`src/core/orf_pkg.sv`:
```
// constants, types and register map shared by the overrange/sync block
// assumes a single sample clock and the plain register port of orf_top
package orf_pkg;

  // ****************************************
  // widths
  // ****************************************
  localparam int SAMPLE_W = 8; // converter sample width, two's complement
  localparam int ADDR_W = 8; // register port address width
  localparam int DATA_W = 32; // register port data width
  localparam int NUM_FLAGS = 4; // two channels times two thresholds
  localparam int EV_W = 7; // number of interrupt events

  // ****************************************
  // register byte addresses
  // ****************************************
  localparam logic [ADDR_W-1:0] ADDR_CTRL = 8'h00; // sync-source select
  localparam logic [ADDR_W-1:0] ADDR_THR0 = 8'h04; // overrange_threshold0
  localparam logic [ADDR_W-1:0] ADDR_THR1 = 8'h08; // overrange_threshold1
  localparam logic [ADDR_W-1:0] ADDR_MINLEN = 8'h0c; // overrange_min_pulse_len
  localparam logic [ADDR_W-1:0] ADDR_STATUS = 8'h10; // sticky events, write one to clear
  localparam logic [ADDR_W-1:0] ADDR_MASK = 8'h14; // interrupt mask
  localparam logic [ADDR_W-1:0] ADDR_LIVE = 8'h18; // live state, read only

  // ****************************************
  // field positions
  // ****************************************
  localparam int CTRL_SEL_BIT = 0; // 0 single-ended pin, 1 differential pair
  localparam int EV_OVR_LSB = 0; // bits 3:0 rising edge of each flag
  localparam int EV_SYNC_REQ = 4; // link sync request seen (falling sync)
  localparam int EV_ILAS = 5; // alignment sequence started
  localparam int EV_PD = 6; // power-down pin went high
  localparam int LIVE_FLAG_LSB = 0; // bits 3:0 flag levels
  localparam int LIVE_SYNC = 4; // selected sync level
  localparam int LIVE_PD = 5; // synchronised power-down pin
  localparam int LIVE_CGS = 6; // lanes sending code groups
  localparam int LIVE_ILAS = 7; // lanes sending alignment sequence
  localparam int LIVE_DATA = 8; // lanes sending samples

  // ****************************************
  // reset values
  // ****************************************
  localparam logic [SAMPLE_W-1:0] THR_RST = 8'hff; // never trips after reset
  localparam logic [SAMPLE_W-1:0] MINLEN_RST = 8'h01; // one sample minimum
  localparam logic [EV_W-1:0] MASK_RST = 7'h00; // all events masked
  localparam logic [2:0] PIN_IDLE = 3'h6; // sync pins idle high, power-down idle low

  // ****************************************
  // types
  // ****************************************
  // one register port access
  typedef struct packed {
    logic [ADDR_W-1:0] addr;
    logic [DATA_W-1:0] wdata;
    logic wr;
    logic rd;
  } orf_reg_req_t;

  // link progress toward the receiver
  typedef enum logic [1:0] {
    ST_WAIT,
    ST_CGS,
    ST_ILAS,
    ST_DATA
  } orf_link_st_t;

  // lane control toward the serializer
  typedef struct packed {
    logic lane_en;
    logic cgs;
    logic ilas;
    logic data;
  } orf_lane_ctl_t;

endpackage : orf_pkg

```
`src/core/orf_sync2.sv`:
```
// two flip-flop level synchroniser for asynchronous pins
// assumes the pins are quasi-static relative to clk
module orf_sync2 #(
  parameter int W = 1,
  parameter logic [W-1:0] RST_VAL = '0 // idle level of each pin, held in reset
) (
  // clock and reset
  input wire logic clk,
  input wire logic resetn,
  // async in, synchronised out
  input wire logic [W-1:0] pin,
  output logic [W-1:0] level
);
  import orf_pkg::*;

  // ****************************************
  // state
  // ****************************************
  typedef struct packed {
    logic [W-1:0] meta; // first stage, read only by second stage
    logic [W-1:0] sync; // second stage, safe to use
  } orf_s2_t;

  orf_s2_t s_q;
  orf_s2_t s_d;

  // next state: shift the pin through two stages
  always_comb begin
    s_d.meta = pin;
    s_d.sync = s_q.meta;
  end

  // registers; both stages start at the idle level so no false edge follows reset
  always_ff @(posedge clk or negedge resetn) begin
    if (!resetn) begin
      s_q <= {RST_VAL, RST_VAL};
    end else begin
      s_q <= s_d;
    end
  end

  assign level = s_q.sync;

endmodule : orf_sync2

```
`src/core/orf_ovr_flag.sv`:
```
// one fast overrange flag with minimum pulse hold
// assumes magnitude and threshold are from the same sample clock
module orf_ovr_flag #(
  parameter int MAG_W = 8,
  parameter int CNT_W = 8
) (
  // clock and reset
  input wire logic clk,
  input wire logic resetn,
  // sample side
  input wire logic sample_valid,
  input wire logic [MAG_W-1:0] mag,
  input wire logic clear,
  // settings
  input wire logic [MAG_W-1:0] threshold,
  input wire logic [CNT_W-1:0] min_len,
  // flag pin
  output logic flag
);
  import orf_pkg::*;

  // ****************************************
  // state
  // ****************************************
  typedef struct packed {
    logic flag; // flag level
    logic [CNT_W-1:0] left; // samples still to hold
  } orf_ovr_t;

  orf_ovr_t s_q;
  orf_ovr_t s_d;
  logic exceed; // this sample is above threshold

  assign exceed = mag > threshold;

  // one evaluation per valid sample; zero length behaves as one
  always_comb begin
    s_d = s_q;
    if (clear) begin
      s_d = '0; // analog off, nothing to report
    end else if (sample_valid) begin
      if (exceed) begin
        s_d.flag = 1'b1;
        s_d.left = (min_len == '0) ? CNT_W'(1) : min_len;
      end else if (s_q.left > CNT_W'(1)) begin
        s_d.left = s_q.left - CNT_W'(1); // still inside the hold
      end else begin
        s_d.flag = 1'b0;
        s_d.left = '0;
      end
    end
  end

  // registers
  always_ff @(posedge clk or negedge resetn) begin
    if (!resetn) begin
      s_q <= '0;
    end else begin
      s_q <= s_d;
    end
  end

  assign flag = s_q.flag;

  // samples seen since the flag rose, for the hold check
  logic [CNT_W:0] held_q;
  always_ff @(posedge clk or negedge resetn) begin
    if (!resetn) begin
      held_q <= '0;
    end else if (!s_q.flag) begin
      held_q <= '0;
    end else if (sample_valid && !(&held_q)) begin
      held_q <= held_q + (CNT_W + 1)'(1);
    end
  end
endmodule : orf_ovr_flag

```
`src/core/orf_top.sv`:
```
// overrange flags, link sync input and power-down pin logic
// assumes samples arrive on clk from the converter core; pins are asynchronous
// How it works
// - flag0 high while magnitude exceeds threshold0
// - flag1 high while magnitude exceeds threshold1
// - flags hold at least minimum pulse length unless power-down clears them
// - power-down pin disables analog and lanes
// - select zero takes sync from single pin
// - sync low starts and continues code groups
// - sync high after code groups starts alignment
// - select one takes sync from differential pair
module orf_top #(
  parameter int ILAS_LEN = 16, // cycles of alignment sequence
  parameter int CNT_W = 8 // minimum pulse counter width
) (
  // clock and reset
  input wire logic clk,
  input wire logic resetn,
  // register port
  input wire orf_pkg::orf_reg_req_t reg_req,
  output logic [orf_pkg::DATA_W-1:0] reg_rdata,
  // sample stream from the converter core
  input wire logic sample_valid,
  input wire logic [orf_pkg::SAMPLE_W-1:0] chan_a_sample,
  input wire logic [orf_pkg::SAMPLE_W-1:0] chan_b_sample,
  // asynchronous pins
  input wire logic single_ended_sync_pin,
  input wire logic timestamp_diff_pair,
  input wire logic calib_power_down_pin,
  // overrange flag pins
  output logic chan_a_overrange_flag0,
  output logic chan_a_overrange_flag1,
  output logic chan_b_overrange_flag0,
  output logic chan_b_overrange_flag1,
  // serializer and analog control
  output orf_pkg::orf_lane_ctl_t lane_ctl,
  output logic analog_enable,
  // interrupt
  output logic irq
);
  import orf_pkg::*;

  localparam int ILW = $clog2(ILAS_LEN + 1); // alignment counter width

  // ****************************************
  // state
  // ****************************************
  typedef struct packed {
    logic sel; // sync-source select
    logic [SAMPLE_W-1:0] thr0; // overrange_threshold0
    logic [SAMPLE_W-1:0] thr1; // overrange_threshold1
    logic [CNT_W-1:0] minlen; // overrange_min_pulse_len
    logic [EV_W-1:0] status; // sticky events
    logic [EV_W-1:0] mask; // interrupt enables
    logic [DATA_W-1:0] rdata; // read answer
    orf_link_st_t st; // link progress
    logic [ILW-1:0] ilas_left; // alignment cycles left
    orf_lane_ctl_t lane; // registered lane control
    logic analog_en; // registered analog enable
    logic [NUM_FLAGS-1:0] flags_prev; // for rising edge events
    logic sync_prev; // for falling sync event
    logic pd_prev; // for power-down event
  } orf_top_t;

  orf_top_t s_q;
  orf_top_t s_d;

  // ****************************************
  // pin synchronisers
  // ****************************************
  logic se_sync_s; // single-ended sync, synchronised
  logic ts_sync_s; // differential pair, synchronised
  logic pd_s; // power-down, synchronised

  orf_sync2 #(
    .W(3),
    .RST_VAL(PIN_IDLE) // active-low sync idles high, so reset is no request
  ) u_pins (
    .clk(clk),
    .resetn(resetn),
    .pin({single_ended_sync_pin, timestamp_diff_pair, calib_power_down_pin}),
    .level({se_sync_s, ts_sync_s, pd_s})
  );

  // active-low sync request from whichever pin is selected
  logic sync_lvl;
  assign sync_lvl = s_q.sel ? ts_sync_s : se_sync_s;
  // the unused single pin is expected grounded when the pair is used
  // it is simply ignored here, so a floating pin does no harm

  // ****************************************
  // overrange flags
  // ****************************************
  logic [SAMPLE_W-1:0] mag_a; // channel a magnitude
  logic [SAMPLE_W-1:0] mag_b; // channel b magnitude
  logic [NUM_FLAGS-1:0] flags; // a0, a1, b0, b1

  // absolute value; the most negative code maps to its unsigned magnitude
  always_comb begin
    mag_a = chan_a_sample[SAMPLE_W-1] ? SAMPLE_W'(-chan_a_sample) : chan_a_sample;
    mag_b = chan_b_sample[SAMPLE_W-1] ? SAMPLE_W'(-chan_b_sample) : chan_b_sample;
  end

  // one comparator per channel and threshold
  genvar gi;
  generate
    for (gi = 0; gi < NUM_FLAGS; gi++) begin : g_ovr
      orf_ovr_flag #(
        .MAG_W(SAMPLE_W),
        .CNT_W(CNT_W)
      ) u_flag (
        .clk(clk),
        .resetn(resetn),
        .sample_valid(sample_valid),
        .mag((gi < 2) ? mag_a : mag_b),
        .clear(pd_s),
        .threshold((gi % 2 == 0) ? s_q.thr0 : s_q.thr1),
        .min_len(s_q.minlen),
        .flag(flags[gi])
      );
    end
  endgenerate

  assign chan_a_overrange_flag0 = flags[0];
  assign chan_a_overrange_flag1 = flags[1];
  assign chan_b_overrange_flag0 = flags[2];
  assign chan_b_overrange_flag1 = flags[3];

  // ****************************************
  // events
  // ****************************************
  logic [EV_W-1:0] events; // one-cycle event pulses
  logic wr_status; // write to status this cycle

  always_comb begin
    events = '0;
    events[EV_OVR_LSB +: NUM_FLAGS] = flags & ~s_q.flags_prev;
    events[EV_SYNC_REQ] = s_q.sync_prev & ~sync_lvl;
    events[EV_ILAS] = (s_q.st == ST_CGS) && !pd_s && sync_lvl; // no loop through s_d
    events[EV_PD] = pd_s & ~s_q.pd_prev;
  end

  assign wr_status = reg_req.wr && (reg_req.addr == ADDR_STATUS);

  // ****************************************
  // next state
  // ****************************************
  always_comb begin
    s_d = s_q;
    s_d.flags_prev = flags;
    s_d.sync_prev = sync_lvl;
    s_d.pd_prev = pd_s;

    // register writes
    if (reg_req.wr) begin
      case (reg_req.addr)
        ADDR_CTRL: s_d.sel = reg_req.wdata[CTRL_SEL_BIT];
        ADDR_THR0: s_d.thr0 = reg_req.wdata[SAMPLE_W-1:0];
        ADDR_THR1: s_d.thr1 = reg_req.wdata[SAMPLE_W-1:0];
        ADDR_MINLEN: s_d.minlen = reg_req.wdata[CNT_W-1:0];
        ADDR_MASK: s_d.mask = reg_req.wdata[EV_W-1:0];
        default: s_d.sel = s_q.sel; // status handled below, others ignored
      endcase
    end

    // link progress toward the receiver
    s_d.ilas_left = s_q.ilas_left;
    if (pd_s) begin
      s_d.st = ST_WAIT;
    end else if (!sync_lvl) begin
      s_d.st = ST_CGS;
    end else begin
      case (s_q.st)
        ST_WAIT: s_d.st = ST_WAIT; // nothing until a request
        ST_CGS: begin
          s_d.st = ST_ILAS;
          s_d.ilas_left = ILW'(ILAS_LEN);
        end
        ST_ILAS: begin
          if (s_q.ilas_left <= ILW'(1)) begin
            s_d.st = ST_DATA;
            s_d.ilas_left = '0;
          end else begin
            s_d.ilas_left = s_q.ilas_left - ILW'(1);
          end
        end
        ST_DATA: s_d.st = ST_DATA;
        default: s_d.st = ST_WAIT;
      endcase
    end

    // lane and analog control follow the next state
    s_d.lane.lane_en = !pd_s;
    s_d.lane.cgs = (s_d.st == ST_CGS);
    s_d.lane.ilas = (s_d.st == ST_ILAS);
    s_d.lane.data = (s_d.st == ST_DATA);
    s_d.analog_en = !pd_s;

    // sticky status: a new event wins over a clear in the same cycle
    s_d.status = (s_q.status & ~(wr_status ? reg_req.wdata[EV_W-1:0] : '0)) | events;

    // read answer, standing for the cycle after the strobe only
    s_d.rdata = '0;
    if (reg_req.rd) begin
      case (reg_req.addr)
        ADDR_CTRL: s_d.rdata[CTRL_SEL_BIT] = s_q.sel;
        ADDR_THR0: s_d.rdata[SAMPLE_W-1:0] = s_q.thr0;
        ADDR_THR1: s_d.rdata[SAMPLE_W-1:0] = s_q.thr1;
        ADDR_MINLEN: s_d.rdata[CNT_W-1:0] = s_q.minlen;
        ADDR_STATUS: s_d.rdata[EV_W-1:0] = s_q.status;
        ADDR_MASK: s_d.rdata[EV_W-1:0] = s_q.mask;
        ADDR_LIVE: begin
          s_d.rdata[LIVE_FLAG_LSB +: NUM_FLAGS] = flags;
          s_d.rdata[LIVE_SYNC] = sync_lvl;
          s_d.rdata[LIVE_PD] = pd_s;
          s_d.rdata[LIVE_CGS] = s_q.lane.cgs;
          s_d.rdata[LIVE_ILAS] = s_q.lane.ilas;
          s_d.rdata[LIVE_DATA] = s_q.lane.data;
        end
        default: s_d.rdata = '0; // unmapped reads as zero
      endcase
    end
  end

  // ****************************************
  // registers
  // ****************************************
  // reset leaves lanes off for one clock only; the first clock enables them from the synchroniser idle level, before the pins reach pd_s
  always_ff @(posedge clk or negedge resetn) begin
    if (!resetn) begin
      s_q.sel <= 1'b0;
      s_q.thr0 <= THR_RST;
      s_q.thr1 <= THR_RST;
      s_q.minlen <= CNT_W'(MINLEN_RST);
      s_q.status <= '0;
      s_q.mask <= MASK_RST;
      s_q.rdata <= '0;
      s_q.st <= ST_WAIT;
      s_q.ilas_left <= '0;
      s_q.lane <= '0;
      s_q.analog_en <= 1'b0;
      s_q.flags_prev <= '0;
      s_q.sync_prev <= 1'b1; // sync idles high
      s_q.pd_prev <= 1'b0;
    end else begin
      s_q <= s_d;
    end
  end

  // ****************************************
  // outputs
  // ****************************************
  assign reg_rdata = s_q.rdata;
  assign lane_ctl = s_q.lane;
  assign analog_enable = s_q.analog_en;
  assign irq = |(s_q.status & s_q.mask); // level, not a pulse
endmodule : orf_top

```
`config.mk`:
```
export PLATFORM = sky130hd
export DESIGN_NAME = orf_top
export DESIGN_NICKNAME = d
export VERILOG_FILES = /design/src/core/orf_pkg.sv /design/src/core/orf_sync2.sv /design/src/core/orf_ovr_flag.sv /design/src/core/orf_top.sv
export SDC_FILE = /design/constraint.sdc
export NUM_CORES = 1
export LEC_CHECK = 0
export BUFFER_PORTS_ARGS = -buffer_cell sky130_fd_sc_hd__buf_2
export CAP_MARGIN = 10
export CORE_MARGIN = 8
export CORE_UTILIZATION = 52
export DETAILED_ROUTE_END_ITERATION = 16
export PLACE_DENSITY = 0.76
export SYNTH_ARGS = -nofsm -noshare
export SYNTH_HDL_FRONTEND = slang
export SYNTH_SLANG_ARGS = --single-unit
```
`constraint.sdc`:
```
create_clock -name clk -period 2.3 [get_ports clk]
set_clock_uncertainty 0.15 [all_clocks]
set_input_delay 0.23 -clock clk [delete_from_list [all_inputs] [get_ports clk]]
set_output_delay 0.23 -clock clk [all_outputs]
set_load 0.01 [all_outputs]
```
==> impl_metrics.json <==
{
  "path_class": "input pin to flop",
  "layout-drive-gt1-share_pct": 35.8,
  "seqCellArea_um2": 2710,
  "dr_total_vias": 5851,
  "multi_input_area_um2": 4150,
  "min_period_ps": 2560,
  "grt_pass1_wl_um": 30400,
  "design_area_um2": 8500,
  "clk_pin_slew_ps": 80,
  "use_met1_pct": 28.9,
  "synth_edf_count": 0,
  "outcome": "complete, but fails checks",
  "grt_pass1_vias": 5992,
  "antenna_found_initial": 0,
  "diodes": 0,
  "place_hpwl_um": 13700,
  "clkSinkCount": 107,
  "hold_depth": 3,
  "wirelength_um": 18900,
  "die_h_um": 130,
  "ys_ff_latch": 107,
  "stdcell_count": 983,
  "synth_area_um2": 6760,
  "drt_iter0_drc": 357,
  "placed_cells": 949,
  "ys_seq_area_share_pct": 40.0,
  "ys_async_sr_fraction_pct": 100,
  "area_delta_synth_final_pct": 25.8,
  "setup_viol_count_final": 34,
  "grt-busiest-layer": "met2",
  "drv_slew": 0,
  "nFillCells": 1003,
  "ioPinCount": 106,
  "final_hold_viol_count": 0,
  "p_leak_uw": 0.00390,
  "violations": "negative setup slack",
  "worstHoldStart": "reg_req[0]",
  "dieArea_um2": 16900,
  "track_usage_pct": 23.0,
  "maxCapViolCount": 0,
  "ff2ff_setup_slack_ps": -200,
  "power_uw": 5400,
  "syn_inst": 695,
  "firstDrtPassIters": 6,
  "root_buffer": "clkbuf_16",
  "startpoint_type": "input pin",
  "placementRows": 41,
  "rsz0062_at_grt": "yes",
  "required_ps": 2440,
  "crit_path_end_kind": "flop",
  "synth_cell_types": 58,
  "finalNetCount": 919,
  "irDropWorstVdd_mv": 0.387,
  "start_util_pct": 53.3,
  "place_congestion": 0.942,
  "power_per_cell_area_nw_per_um2": 635,
  "hold_path_class": "input pin to flop",
  "setup_ws_ps": -260,
  "grtUsageMet3_pct": 4.57,
  "final_common_cell": "dfrtp_1",
  "numPortBuffers": 58,
  "ys.flop_type": "dfrtp_1",
  "hold_end": "reg_rdata[7]$_DFF_PN0_",
  "vias_per_cell": 5.95,
  "insertion_delay_ps": 360,
  "grt_remaining_overflow": 0,
  "drc": 0,
  "dpl-instance-area_um2": 7570,
  "hold_ws_ps": 35.1,
  "ant_nets": 0,
  "die_w_um": 130,
  "syn_area_per_cell_um2": 9.72,
  "grt_max_degree": 40,
  "htree_levels": 3,
  "numCtsBuffers": 9,
  "clock_path_buffers": 2,
  "r2r_cells": 9,
  "avgRoutedWirePerCell_um": 19.3,
  "timing.rr.start": "s_q[73]$_DFFE_PN1P_",
  "cts_tree": "built",
  "cp_data_arrival_time_ps": 2700,
  "max_freq_mhz": 391,
  "startpoint": "chan_a_sample[2]",
  "fin_crit_sh_pct": 111,
  "core-area_um2": 12700,
  "worst_r2r_endpoint": "g_ovr[3].u_flag.s_q[2]$_DFFE_PN0P_",
  "met2_usage_pct": 38.6,
  "layout_common_cells": "dfrtp_1 (85), nand2_1 (56), buf_2 (53), buf_4 (53), ha_1 (43)",
  "fin_util_pct": 67.1,
  "yosysWarnings": 0,
  "worst-path-max-fanout": 5
}
-- cell type report --
class                   count  share of cell area (%)
multi-input cells         518                    48.8
flip-flops and latches    107                    31.8
repair buffers            130                    11.3
clock buffers              10                    2.69
well taps                 172                    2.53
inverters                  40                    1.83
clock inverters             6                   0.986
-- critical path: stages --
cell      delay, ps
buf_6           100
or3_4           410
o31ai_4         220
xnor2_2         160
ha_1            290
a211oi_2        200
nor2_2           90
nor4bb_4        360
nor2_2          130
o32ai_2         310
a211o_1         180
-- power by group --
| part | switching [uW] | total [uW] | internal, uW |
|---|---|---|---|
| combinational | 896 | 1630 | 733 |
| sequential | 129 | 2140 | 2010 |
| clock | 759 | 1630 | 873 |
-- worst max-delay path by stage --
| stage | endpoint | slack [ps] | cells past startpoint |
|---|---|---|---|
| after floorplan | g_ovr[1].u_flag.s_q[7]$_DFFE_PN0P_ | -380 | 11 |
| after global placement | g_ovr[1].u_flag.s_q[2]$_DFFE_PN0P_ | -640 | 11 |
| after detailed placement | g_ovr[1].u_flag.s_q[2]$_DFFE_PN0P_ | -840 | 13 |
| after CTS | g_ovr[3].u_flag.s_q[5]$_DFFE_PN0P_ | -190 | 10 |
| after global routing | g_ovr[1].u_flag.s_q[7]$_DFFE_PN0P_ | -380 | 11 |
| final | g_ovr[1].u_flag.s_q[2]$_DFFE_PN0P_ | -260 | 11 |
-- stage by stage --
stage | TNS, ps | setup WS (ps)
3_5_place_dp | -21470 | -845
4_1_cts | -3700 | -193
5_1_grt | -8210 | -378
2_1_floorplan | -8000 | -377
3_3_place_gp | -18450 | -637
6_report | -5110 | -260
-- per-layer routing --
| layer | share of wire [%] | vias to the layer above |
|---|---|---|
| met2 | 48 | 210 |
| met1 | 42 | 2876 |
| met4 | 2.9 | 0 |
| li1 | - | 2720 |
| met5 | 0 | - |
| met3 | 6.4 | 45 |
-- cell families after synthesis --
family	share of synthesized area, %
flops	40.0
simple gates	17.2
fa+ha+maj	9.08
mux	7.48
buf+inv	7.33
xor+xnor	1.82
other cells	0.0555
compound gates	17.0
-- sequential cells by signal, indices dropped and copies added, names as in the netlist --
name               count
analog_enable          1
g_ovr.u_flag.flag      4
g_ovr.u_flag.s_q      32
lane_ctl               3
reg_rdata              9
s_q                   52
u_pins.level           3
u_pins.s_d             3
-- repair_timing --
item,in CTS,in global routing
pin swaps,39,20
endpoints found under the setup margin,35,34
hold buffers,5,0
setup buffers,9,4
gates resized for setup,70,24
hold endpoints to repair,33,0
cloned,1,0
-- Yosys cell counts, types with 13 or more instances --
cell	count	share of area, %
dfstp_2	22	8.6
inv_1	39	2.2
mux2_2	36	6.0
nor3_1	28	2.1
nand3_1	13	0.96
nor2_1	42	2.3
buf_4	36	4.0
o21ai_0	34	2.5
nand2_1	58	3.2
a21oi_1	22	1.6
a22oi_1	17	1.9
xnor2_1	13	1.7
ha_1	49	9.1
dfrtp_1	85	31
nand4_1	13	1.2
No activity file was read; power rests on OpenSTA's default activity.
